[src/rtl/hgcg_defs.svh]
// register offsets, field positions and reset values of the guest csr group
`ifndef HGCG_DEFS_SVH
`define HGCG_DEFS_SVH
`define HGCG_OFF_PEND_LO 8'h00
`define HGCG_OFF_PEND_HI 8'h04
`define HGCG_OFF_EN_LO 8'h08
`define HGCG_OFF_EN_HI 8'h0C
`define HGCG_OFF_CFG_LO 8'h10
`define HGCG_OFF_CFG_HI 8'h14
`define HGCG_OFF_CNT 8'h18
`define HGCG_OFF_DELTA_LO 8'h1C
`define HGCG_OFF_DELTA_HI 8'h20
`define HGCG_OFF_CTRL 8'h24
`define HGCG_OFF_STAT 8'h28
`define HGCG_CFG_FENCE_BIT 0
`define HGCG_CFG_PBMT_HI_BIT 30
`define HGCG_CTRL_SEL_W 6
`define HGCG_STAT_SUPERVISOR_GUEST_IRQ_PENDING_BIT 0
`define HGCG_STAT_VIRTUAL_SUP_EXT_IRQ_PENDING_BIT 1
`define HGCG_RST_WORD 32'h0000_0000
`define HGCG_RESP_OKAY 2'h0
`define HGCG_RESP_SLVERR 2'h2
`endif

[src/rtl/hgcg_pkg.sv]
// types shared by the guest csr group
package hgcg_pkg;
  typedef logic [63:0] hgcg_dword_t;
  typedef logic [31:0] hgcg_word_t;
  typedef enum logic [0:0] {HGCG_RD_IDLE, HGCG_RD_BUSY} hgcg_rd_state_t;
endpackage

[src/rtl/hgcg_csr_group.sv]
// guest interrupt, environment, counter-enable and time-offset registers
//
// What this block does
// - guest irq i sits at bit i; pending read-only
// - enable bits count:1 writable; rest read zero
// - positions contiguous from bit 1; count may be zero
// - count at most 31 or 63 per hart
// - enables pick pending bits for supervisor guest irq
// - enables never touch the virtual-supervisor external irq
// - supervisor guest pending equals any pending-and-enabled bit
// - selected pending bit ORed into virtual-supervisor pending
// - widening: device fence bits imply memory read/write
// - widening: ordered device atomics also order memory
// - page memtype enable gates guest first-stage types
// - unimplemented page memtypes: bit reads zero
// - config split low word and upper word
// - counter access register 32 bits, always present
// - cleared guest bit with machine bit set traps
// - set guest bit allows virtualized counter access
// - virtual user needs guest and supervisor bits
// - counter bits may be hardwired zero, read-legal
// - virtualized time read adds guest offset
// - time sum drops carry out
// - time offset split low and upper words
//
// The register offsets and the AXI4-Lite interface to the registers were left to the implementer.
`include "hgcg_defs.svh"
`timescale 1ns/1ps
`default_nettype none
module hgcg_csr_group #(
  parameter int XLEN = 64, // hypervisor register width
  parameter int GUEST_IRQ_COUNT = 8, // implemented guest irq count
  parameter bit PBMT_IMPL = 1'b1, // page memory types implemented
  parameter logic [31:0] CNT_IMPL_MASK = 32'hFFFF_FFFF // writable counter bits
) (
  input wire logic aclk, // clock
  input wire logic aresetn, // sync reset, active low
  input wire logic [7:0] s_axi_awaddr, // write address
  input wire logic s_axi_awvalid, // write address valid
  output logic s_axi_awready, // write address ready
  input wire logic [31:0] s_axi_wdata, // write data
  input wire logic [3:0] s_axi_wstrb, // byte enables
  input wire logic s_axi_wvalid, // write data valid
  output logic s_axi_wready, // write data ready
  output logic [1:0] s_axi_bresp, // write response
  output logic s_axi_bvalid, // write response valid
  input wire logic s_axi_bready, // write response ready
  input wire logic [7:0] s_axi_araddr, // read address
  input wire logic s_axi_arvalid, // read address valid
  output logic s_axi_arready, // read address ready
  output logic [31:0] s_axi_rdata, // read data
  output logic [1:0] s_axi_rresp, // read response
  output logic s_axi_rvalid, // read data valid
  input wire logic s_axi_rready, // read data ready
  input wire hgcg_pkg::hgcg_dword_t guest_irq_pending_in, // controller levels
  input wire logic virt_mode, // hart runs virtualized
  input wire logic virtual_user_mode, // hart in virtual user mode
  input wire logic hvip_virtual_sup_ext_irq_pending_in, // software-injected vs external irq
  input wire logic platform_virtual_sup_ext_irq_pending_in, // other vs external sources
  output logic supervisor_guest_irq_pending, // to hart
  output logic virtual_sup_ext_irq_pending, // to hart
  input wire logic [3:0] fence_dev_in, // {pi,po,si,so}
  input wire logic [3:0] fence_mem_in, // {pr,pw,sr,sw}
  output logic [3:0] fence_mem_out, // effective {pr,pw,sr,sw}
  input wire logic amo_dev_in, // atomic targets device i/o
  input wire logic amo_aqrl_in, // atomic has aq or rl
  output logic amo_mem_order_out, // atomic also orders memory
  output logic page_memtype_active, // guest first-stage honours types
  input wire hgcg_pkg::hgcg_dword_t time_in, // real time value
  output hgcg_pkg::hgcg_dword_t guest_time_out, // time seen by reads
  input wire logic cnt_rd_valid, // counter read attempt
  input wire logic [4:0] cnt_rd_idx, // counter number
  input wire logic [31:0] mach_cnt_en, // machine counter enables
  input wire logic [31:0] sup_cnt_en, // supervisor counter enables
  output logic cnt_rd_ok, // read permitted here
  output logic cnt_rd_virt_exc // virtual instruction exception
);
  import hgcg_pkg::*;
  // byte-lane merge used by every writable word
  function automatic hgcg_word_t merge(input hgcg_word_t old_v, input hgcg_word_t new_v,
                                       input logic [3:0] strb);
    hgcg_word_t res;
    res = old_v;
    for (int b = 0; b < 4; b++)
      if (strb[b])
        res[b*8 +: 8] = new_v[b*8 +: 8];
    return res;
  endfunction
  // address decode shared by read and write paths
  function automatic logic mapped(input logic [7:0] a);
    return (a[1:0] == 2'h0) && (a <= `HGCG_OFF_STAT);
  endfunction
  // implemented guest irq positions: count down to 1, bit 0 never
  wire hgcg_dword_t irq_mask;
  genvar gi;
  generate
    for (gi = 0; gi < 64; gi++)
    begin : g_mask
      assign irq_mask[gi] = (gi >= 1) && (gi <= GUEST_IRQ_COUNT)
                            && (gi < XLEN);
    end
  endgenerate
  // register state
  hgcg_word_t en_lo_r, en_hi_r, cnt_r, delta_lo_r, delta_hi_r;
  hgcg_word_t en_lo_nxt, en_hi_nxt, cnt_nxt, delta_lo_nxt, delta_hi_nxt;
  logic fence_r, page_memtype_enable_r, fence_nxt, page_memtype_enable_nxt;
  logic [`HGCG_CTRL_SEL_W-1:0] sel_r, sel_nxt;
  logic aw_have_r, w_have_r, awready_r, wready_r, bvalid_r;
  logic [1:0] bresp_r, rresp_r;
  logic [7:0] awaddr_r;
  hgcg_word_t wdata_r, rdata_r;
  logic [3:0] wstrb_r;
  hgcg_rd_state_t rd_state_r;
  logic arready_r, supervisor_guest_irq_pending_r, virtual_sup_ext_irq_pending_r, amo_r, pbmt_act_r, ok_r, exc_r;
  logic [3:0] fence_out_r;
  hgcg_dword_t gtime_r;
  // live views of the vectors
  hgcg_dword_t pend_v, en_v, delta_v;
  assign pend_v = guest_irq_pending_in & irq_mask;
  assign en_v = {en_hi_r, en_lo_r};
  assign delta_v = {delta_hi_r, delta_lo_r};
  // write commit happens once address and data are both held
  logic do_wr, wr_ok;
  assign do_wr = aw_have_r && w_have_r && !bvalid_r;
  assign wr_ok = mapped(awaddr_r) && (awaddr_r != `HGCG_OFF_PEND_LO)
                 && (awaddr_r != `HGCG_OFF_PEND_HI) && (awaddr_r != `HGCG_OFF_STAT);
  logic wr_en_lo, wr_en_hi, wr_cfg_lo, wr_cfg_hi, wr_cnt, wr_d_lo, wr_d_hi, wr_ctrl;
  assign wr_en_lo = do_wr && (awaddr_r == `HGCG_OFF_EN_LO);
  assign wr_en_hi = do_wr && (awaddr_r == `HGCG_OFF_EN_HI);
  assign wr_cfg_lo = do_wr && (awaddr_r == `HGCG_OFF_CFG_LO);
  assign wr_cfg_hi = do_wr && (awaddr_r == `HGCG_OFF_CFG_HI);
  assign wr_cnt = do_wr && (awaddr_r == `HGCG_OFF_CNT);
  assign wr_d_lo = do_wr && (awaddr_r == `HGCG_OFF_DELTA_LO);
  assign wr_d_hi = do_wr && (awaddr_r == `HGCG_OFF_DELTA_HI);
  assign wr_ctrl = do_wr && (awaddr_r == `HGCG_OFF_CTRL);

  // next values; illegal bits are dropped so reads stay legal
  hgcg_word_t m_en_lo, m_en_hi, m_cfg_lo, m_cfg_hi, m_cnt, m_ctrl;
  assign m_en_lo = merge(en_lo_r, wdata_r, wstrb_r);
  assign m_en_hi = merge(en_hi_r, wdata_r, wstrb_r);
  assign m_cfg_lo = merge({31'h0000_0000, fence_r}, wdata_r, wstrb_r);
  assign m_cfg_hi = merge({1'b0, page_memtype_enable_r, 30'h0000_0000}, wdata_r, wstrb_r);
  assign m_cnt = merge(cnt_r, wdata_r, wstrb_r);
  assign m_ctrl = merge({26'h000_0000, sel_r}, wdata_r, wstrb_r);
  assign en_lo_nxt = wr_en_lo ? (m_en_lo & irq_mask[31:0]) : en_lo_r;
  assign en_hi_nxt = wr_en_hi ? (m_en_hi & irq_mask[63:32]) : en_hi_r;
  assign fence_nxt = wr_cfg_lo ? m_cfg_lo[`HGCG_CFG_FENCE_BIT] : fence_r;
  assign page_memtype_enable_nxt = wr_cfg_hi ? (m_cfg_hi[`HGCG_CFG_PBMT_HI_BIT] & PBMT_IMPL)
                               : page_memtype_enable_r;
  assign cnt_nxt = wr_cnt ? (m_cnt & CNT_IMPL_MASK) : cnt_r;
  assign delta_lo_nxt = wr_d_lo ? merge(delta_lo_r, wdata_r, wstrb_r) : delta_lo_r;
  assign delta_hi_nxt = wr_d_hi ? merge(delta_hi_r, wdata_r, wstrb_r) : delta_hi_r;
  assign sel_nxt = wr_ctrl ? m_ctrl[`HGCG_CTRL_SEL_W-1:0] : sel_r;
  // read data mux
  hgcg_word_t rd_mux;
  always_comb
  begin
    case (s_axi_araddr)
      `HGCG_OFF_PEND_LO: rd_mux = pend_v[31:0];
      `HGCG_OFF_PEND_HI: rd_mux = pend_v[63:32];
      `HGCG_OFF_EN_LO: rd_mux = en_lo_r;
      `HGCG_OFF_EN_HI: rd_mux = en_hi_r;
      `HGCG_OFF_CFG_LO: rd_mux = {31'h0000_0000, fence_r};
      `HGCG_OFF_CFG_HI: rd_mux = {1'b0, page_memtype_enable_r, 30'h0000_0000};
      `HGCG_OFF_CNT: rd_mux = cnt_r;
      `HGCG_OFF_DELTA_LO: rd_mux = delta_lo_r;
      `HGCG_OFF_DELTA_HI: rd_mux = delta_hi_r;
      `HGCG_OFF_CTRL: rd_mux = {26'h000_0000, sel_r};
      `HGCG_OFF_STAT: rd_mux = {30'h0000_0000, virtual_sup_ext_irq_pending_r, supervisor_guest_irq_pending_r};
      default: rd_mux = `HGCG_RST_WORD;
    endcase
  end
  // hart-facing results
  logic supervisor_guest_irq_pending_nxt, virtual_sup_ext_irq_pending_nxt, amo_nxt, ok_nxt, exc_nxt, h_bit, m_bit, s_bit;
  logic [3:0] fence_nxt_out;
  assign supervisor_guest_irq_pending_nxt = |(pend_v & en_v);
  assign virtual_sup_ext_irq_pending_nxt = pend_v[sel_r] | hvip_virtual_sup_ext_irq_pending_in | platform_virtual_sup_ext_irq_pending_in;
  assign fence_nxt_out = fence_mem_in | ((fence_r && virt_mode) ? fence_dev_in : 4'h0);
  assign amo_nxt = fence_r && virt_mode && amo_dev_in && amo_aqrl_in;
  assign h_bit = cnt_r[cnt_rd_idx];
  assign m_bit = mach_cnt_en[cnt_rd_idx];
  assign s_bit = sup_cnt_en[cnt_rd_idx];
  assign exc_nxt = cnt_rd_valid && virt_mode && m_bit
                   && (!h_bit || (virtual_user_mode && !s_bit));
  assign ok_nxt = cnt_rd_valid && m_bit
                  && (!virt_mode || (h_bit && (!virtual_user_mode || s_bit)));
  // register updates
  always_ff @(posedge aclk)
  begin
    if (!aresetn)
    begin
      en_lo_r <= `HGCG_RST_WORD;
      en_hi_r <= `HGCG_RST_WORD;
      cnt_r <= `HGCG_RST_WORD;
      delta_lo_r <= `HGCG_RST_WORD;
      delta_hi_r <= `HGCG_RST_WORD;
      fence_r <= 1'b0;
      page_memtype_enable_r <= 1'b0;
      sel_r <= '0;
    end
    else
    begin
      en_lo_r <= en_lo_nxt;
      en_hi_r <= en_hi_nxt;
      cnt_r <= cnt_nxt;
      delta_lo_r <= delta_lo_nxt;
      delta_hi_r <= delta_hi_nxt;
      fence_r <= fence_nxt;
      page_memtype_enable_r <= page_memtype_enable_nxt;
      sel_r <= sel_nxt;
    end
  end

  // axi write channel: address and data in either order, then response
  always_ff @(posedge aclk)
  begin
    if (!aresetn)
    begin
      aw_have_r <= 1'b0;
      w_have_r <= 1'b0;
      awready_r <= 1'b1;
      wready_r <= 1'b1;
      bvalid_r <= 1'b0;
      bresp_r <= `HGCG_RESP_OKAY;
      awaddr_r <= 8'h00;
      wdata_r <= `HGCG_RST_WORD;
      wstrb_r <= 4'h0;
    end
    else
    begin
      if (awready_r && s_axi_awvalid)
      begin
        aw_have_r <= 1'b1;
        awready_r <= 1'b0;
        awaddr_r <= s_axi_awaddr;
      end
      if (wready_r && s_axi_wvalid)
      begin
        w_have_r <= 1'b1;
        wready_r <= 1'b0;
        wdata_r <= s_axi_wdata;
        wstrb_r <= s_axi_wstrb;
      end
      if (do_wr)
      begin
        bvalid_r <= 1'b1;
        bresp_r <= wr_ok ? `HGCG_RESP_OKAY : `HGCG_RESP_SLVERR;
      end
      if (bvalid_r && s_axi_bready)
      begin
        bvalid_r <= 1'b0;
        aw_have_r <= 1'b0;
        w_have_r <= 1'b0;
        awready_r <= 1'b1;
        wready_r <= 1'b1;
      end
    end
  end

  // axi read channel: one read in flight
  always_ff @(posedge aclk)
  begin
    if (!aresetn)
    begin
      rd_state_r <= HGCG_RD_IDLE;
      arready_r <= 1'b1;
      rdata_r <= `HGCG_RST_WORD;
      rresp_r <= `HGCG_RESP_OKAY;
    end
    else
    begin
      case (rd_state_r)
        HGCG_RD_IDLE:
        begin
          if (s_axi_arvalid)
          begin
            rd_state_r <= HGCG_RD_BUSY;
            arready_r <= 1'b0;
            rdata_r <= rd_mux;
            rresp_r <= mapped(s_axi_araddr) ? `HGCG_RESP_OKAY : `HGCG_RESP_SLVERR;
          end
        end
        HGCG_RD_BUSY:
        begin
          if (s_axi_rready)
          begin
            rd_state_r <= HGCG_RD_IDLE;
            arready_r <= 1'b1;
          end
        end
        default:
        begin
          rd_state_r <= HGCG_RD_IDLE;
          arready_r <= 1'b1;
        end
      endcase
    end
  end

  // hart-facing outputs, registered
  always_ff @(posedge aclk)
  begin
    if (!aresetn)
    begin
      supervisor_guest_irq_pending_r <= 1'b0;
      virtual_sup_ext_irq_pending_r <= 1'b0;
      fence_out_r <= 4'h0;
      amo_r <= 1'b0;
      pbmt_act_r <= 1'b0;
      gtime_r <= 64'h0000_0000_0000_0000;
      ok_r <= 1'b0;
      exc_r <= 1'b0;
    end
    else
    begin
      supervisor_guest_irq_pending_r <= supervisor_guest_irq_pending_nxt;
      virtual_sup_ext_irq_pending_r <= virtual_sup_ext_irq_pending_nxt;
      fence_out_r <= fence_nxt_out;
      amo_r <= amo_nxt;
      pbmt_act_r <= page_memtype_enable_r;
      gtime_r <= virt_mode ? (time_in + delta_v) : time_in;
      ok_r <= ok_nxt;
      exc_r <= exc_nxt;
    end
  end
  // outputs taken straight from their flops
  assign s_axi_awready = awready_r;
  assign s_axi_wready = wready_r;
  assign s_axi_bvalid = bvalid_r;
  assign s_axi_bresp = bresp_r;
  assign s_axi_arready = arready_r;
  assign s_axi_rvalid = (rd_state_r == HGCG_RD_BUSY);
  assign s_axi_rdata = rdata_r;
  assign s_axi_rresp = rresp_r;
  assign supervisor_guest_irq_pending = supervisor_guest_irq_pending_r;
  assign virtual_sup_ext_irq_pending = virtual_sup_ext_irq_pending_r;
  assign fence_mem_out = fence_out_r;
  assign amo_mem_order_out = amo_r;
  assign page_memtype_active = pbmt_act_r;
  assign guest_time_out = gtime_r;
  assign cnt_rd_ok = ok_r;
  assign cnt_rd_virt_exc = exc_r;
  // checks on the block's own behaviour
  property p_count_lim;
    @(posedge aclk) disable iff (!aresetn) GUEST_IRQ_COUNT <= XLEN - 1;
  endproperty
  a_count_lim: assert property (p_count_lim) else $error("guest irq count too large");
  property p_en_legal;
    @(posedge aclk) disable iff (!aresetn) ##1 (en_v & ~irq_mask) == 64'h0;
  endproperty
  a_en_legal: assert property (p_en_legal) else $error("enable bit outside range");
  property p_supervisor_guest_irq_pending;
    @(posedge aclk) disable iff (!aresetn)
      (|(guest_irq_pending_in & irq_mask & en_v)) |=> supervisor_guest_irq_pending;
  endproperty
  a_supervisor_guest_irq_pending: assert property (p_supervisor_guest_irq_pending) else $error("guest irq not summarised");
  property p_virtual_sup_ext_irq_pending;
    @(posedge aclk) disable iff (!aresetn)
      (pend_v[sel_r] && !hvip_virtual_sup_ext_irq_pending_in && !platform_virtual_sup_ext_irq_pending_in) |=> virtual_sup_ext_irq_pending;
  endproperty
  a_virtual_sup_ext_irq_pending: assert property (p_virtual_sup_ext_irq_pending) else $error("selected guest irq lost");
  property p_fence;
    @(posedge aclk) disable iff (!aresetn)
      (fence_r && virt_mode && fence_dev_in[3]) |=> fence_mem_out[3];
  endproperty
  a_fence: assert property (p_fence) else $error("fence not widened");
  property p_amo;
    @(posedge aclk) disable iff (!aresetn)
      (!virt_mode || !fence_r) |=> !amo_mem_order_out;
  endproperty
  a_amo: assert property (p_amo) else $error("atomic widened outside guest");
  property p_pbmt;
    @(posedge aclk) disable iff (!aresetn)
      ##1 page_memtype_active == ($past(page_memtype_enable_r) && PBMT_IMPL);
  endproperty
  a_pbmt: assert property (p_pbmt) else $error("page type state wrong");
  property p_time;
    @(posedge aclk) disable iff (!aresetn)
      virt_mode |=> guest_time_out == $past(time_in) + $past(delta_v);
  endproperty
  a_time: assert property (p_time) else $error("guest time wrong");
  property p_cnt_exc;
    @(posedge aclk) disable iff (!aresetn)
      (cnt_rd_valid && virt_mode && m_bit && !h_bit) |=> cnt_rd_virt_exc && !cnt_rd_ok;
  endproperty
  a_cnt_exc: assert property (p_cnt_exc) else $error("missing virtual exception");
  property p_vu;
    @(posedge aclk) disable iff (!aresetn)
      (cnt_rd_valid && virt_mode && virtual_user_mode && !s_bit) |=> !cnt_rd_ok;
  endproperty
  a_vu: assert property (p_vu) else $error("user read without both bits");
  property p_bhold;
    @(posedge aclk) disable iff (!aresetn)
      (s_axi_bvalid && !s_axi_bready) |=> s_axi_bvalid && $stable(s_axi_bresp);
  endproperty
  a_bhold: assert property (p_bhold) else $error("write response dropped");
endmodule // hgcg_csr_group
`default_nettype wire

[config.mk]
export PLATFORM = sky130hd
export DESIGN_NAME = hgcg_csr_group
export DESIGN_NICKNAME = d
export VERILOG_FILES = /design/src/rtl/hgcg_pkg.sv /design/src/rtl/hgcg_csr_group.sv
export VERILOG_INCLUDE_DIRS = /design/src /design/src/rtl
export SDC_FILE = /design/constraint.sdc
export NUM_CORES = 1
export LEC_CHECK = 0
export BUFFER_PORTS_ARGS = -buffer_cell sky130_fd_sc_hd__buf_2
export CAP_MARGIN = 20
export CORE_MARGIN = 5
export CORE_UTILIZATION = 49
export DETAILED_ROUTE_END_ITERATION = 16
export PLACE_DENSITY = 0.85
export SETUP_SLACK_MARGIN = 0.05
export SLEW_MARGIN = 20
export SYNTH_ARGS = -nofsm -noshare
export SYNTH_HDL_FRONTEND = slang
export SYNTH_SLANG_ARGS = --single-unit
[constraint.sdc]
create_clock -name aclk -period 2.54 [get_ports aclk]
set_input_delay 0.127 -clock aclk [delete_from_list [all_inputs] [get_ports aclk]]
set_output_delay 0.127 -clock aclk [all_outputs]
set_load 0.05 [all_outputs]
==> reports/summary.txt <==
Congestion Overflow GR - 0
Clock tree buffer depth - 3
Final WL - 61000 um
Fill count - 2027
First-pass DRT Iterations - 8
Largest net degree at the start of global routing - 89
Async set or reset register ratio after synthesis - 0
DRC violations left - 0
FF+latch count, synth - 271
Slew @ Worst Pin - 0.757 ns
Failing checks - negative setup slack
Pre-CTS setup slack - -0.417 ns
Multi-input logic area - 9810 um^2
Yosys top cell by area - dfxtp_1
Area contributors post-synth - dfxtp_1 (37%), mux2i_1 (10%), nor2_1 (6.3%), ha_1 (5.4%), mux4_2 (4.8%)
F_max - 0.348 GHz
Vias per cell - 6.01
Synth Cell Area - 14700 um^2
RSZ-0062 raised after global routing - true
Placer Congestion - 0.999
Setup slack after layout - -0.332 ns
Master of the slowest instance on the critical path - a311oi_4
Pwr Density - 493 nW/um^2
Post-route ant nets - 0
Area delta synth->final - 49.2%
Yosys warning total - 0
Critical Path RT - 2.99 ns
H-tree levels - 1
Critical path endpoint category - flop
Max-slew violations - 0
Initial antenna violation count - 1
Nets@finish - 2662
GRT Total Usage - 0.339
Primary FF master, synth - dfxtp_1
Row count - 63
CTS Buf Count - 29
Starting Density - 0.495
First-pass GRT wire length - 91200 um
Post-Syn Area per Cell - 8.79 um^2
Period Utilization, post-route - 1.13
Crit path cell chain - ha_4 > fa_2 > a21oi_4 > nor2_4 > buf_4 > o21ai_4 > a31oi_4 > a311oi_4 > or2_4 > buf_6 > o21ai_2 > xor2_1 > mux2i_1 > nor2_1
Register area - 5480 um^2
Setup TNS - -6.36 ns
Worst path bufs/invs - 2
CP arrival - 3.32 ns
Minimum clock period - 2.87 ns
Dpl hpwl - 41700 um
Worst path top cell family by delay - compound AO/OA/AOI/OAI gates
Final Hold Viols - 0
Core Area - 29600 um^2
Worst slew margin - 0.494
Worst VDD drop - 479 uV
Status - finished with violations
Cells after synthesis - 1671
Vias in the first global route - 16.4k
Synth unique cells - 80
Critical Path Fanout Max - 3
Post-synth top cells - dfxtp_1 (271), nor2_1 (248), nand2_1 (177), mux2i_1 (152), a21oi_1 (136)
Iter 0 DRT Violations - 1849
Sink Count - 271
Min-delay worst type - in2reg
Die Wd - 183 um
CTS tree - yes
Max-cap violations - 0
Share of cells above drive strength 1 - 0.360
PortBufs - 327
Reg2Reg Setup Slack - -0.33 ns
Root Driver - clkbuf_16
Die Y-Extent - 183 um
Routed len/inst - 22.3 um
Startpoint types - flop
Pleak - 10.2 nW
Die Footprint - 33500 um^2
Yosys top cell area share - 0.369
Most common cell in the netlist - dfxtp_1
Clk_lat worst skew - 0.57 ns
# IOs - 386
Skew final - 0.0127 ns
Clock-pin slew on the worst setup and hold paths - 0.06 ns
Critical path class - reg2reg
Vias - 16.4k
Post-synth EDFFs - 0
Seq/Total Area, Yosys - 0.369
Slowest stage delay, CP - 0.39 ns
Setup violators final - 38
==> layer usage <==
metal / vias up / GRT usage / routed length, um
li1: 7377 / - / -
met1: 7791 / 0.423 / 22900
met2: 1003 / 0.564 / 28600
met3: 259 / 0.0625 / 5560
met4: 0 / 0.173 / 3940
met5: - / 0 / 0
==> layout make-up <==
cell class,instances,share of cell area
diodes,1,0.000114
clock buffers,42,0.0385
clock inverters,6,0.00457
inverters,18,0.00331
multi-input cells,1280,0.448
flip-flops and latches,271,0.250
well taps,390,0.0223
repair buffers,727,0.233
==> sequential cells by signal (all words and copies together), names as in the netlist, 4 cells and up <==
register	cells
guest_time_out	64
cnt_r	32
delta_hi_r	32
delta_lo_r	32
s_axi_rdata	32
wdata_r	32
awaddr_r	8
en_lo_r	8
sel_r	6
fence_mem_out	4
wstrb_r	4
==> where the power goes <==
group | total [W] | switching [W] | internal (W)
Sequential | 0.00454 | 0.000130 | 0.00441
Clock | 0.00429 | 0.00179 | 0.00249
Combinational | 0.00197 | 0.00121 | 0.000764
==> cell usage in the layout, fill, tap and decap left out, types with 12 or more instances in the layout <==
master         synthesis  final
mux4_2                31     31
o21ai_0               33     27
mux2i_1              152    152
a21oi_1              136    118
dlygate4sd3_1          0    141
a222oi_1              22     22
ha_4                   0     30
o21ai_1               21     19
o211ai_1              12     12
dfxtp_1              271    242
buf_6                  0     12
nand4_1               28     28
clkbuf_16              0     29
xnor2_1               29     20
nand3_1               35     34
a211oi_1              32     30
a22oi_1               19     18
a21oi_2                4     18
buf_2                 16    326
ha_1                  63     33
nor2_1               248    241
nor3_1                18     14
xor2_1                26     20
buf_4                  3    242
nand2_1              177    172
dfxtp_2                0     23
inv_1                 18     16
a21o_1                29     29
==> worst reg2reg max path: stages (launching register included) <==
cell and delay (ns):
dfxtp_2 0.33, ha_4 0.16, fa_2 0.36, a21oi_4 0.19, nor2_4 0.07, buf_4 0.15, o21ai_4 0.22, a31oi_4 0.13
a311oi_4 0.39, or2_4 0.23, buf_6 0.11, o21ai_2 0.05, xor2_1 0.15, mux2i_1 0.13, nor2_1 0.06
==> stage by stage <==
step           area, um^2  hold WS (ns)  instances   util  power [W]
2_1_floorplan       14700         0.226       1672      -    0.00564
3_3_place_gp        18200         0.328       2512  0.615    0.00626
3_5_place_dp        18200         0.335       2512  0.615    0.00629
4_1_cts             21500        0.0102       2724  0.725     0.0107
5_1_grt             21900        0.0432       2735  0.739     0.0111
6_report            21900        0.0209       2735  0.739     0.0108
==> kinds of logic (layout without fill, tap and decap cells) <==
| family | count (synthesis) | in the layout | synth area share |
|---|---|---|---|
| adder cells (fa/ha/maj) | 64 | 64 | 0.0550 |
| AND/OR/NAND/NOR | 571 | 571 | 0.169 |
| XOR/XNOR | 55 | 55 | 0.0328 |
| AO/OA/AOI/OAI | 394 | 394 | 0.181 |
| buffers and inverters | 121 | 793 | 0.0331 |
| multiplexers | 194 | 194 | 0.160 |
| other | 1 | 3 | 0.000255 |
| flip-flops | 271 | 271 | 0.369 |
==> final timing paths <==
path	startpoint	to	depth (start not counted)
worst max-delay path	delta_lo_r[0]	guest_time_out[38]	14
worst min-delay path	cnt_rd_idx[4]	cnt_rd_ok	4
worst max register to register	delta_lo_r[0]	guest_time_out[38]	14
worst min register to register	awaddr_r[6]	awaddr_r[6]	2
==> repair_timing <==
item | in CTS | in global routing
pin swaps | 84 | 78
hold buffers | 141 | 0
endpoints found under the hold margin | 125 | 0
gates cloned | 0 | 0
buffers inserted | 24 | 13
resized for setup | 130 | 71
endpoints found under the setup margin | 44 | 49
(Power assumes the default switching activity.)
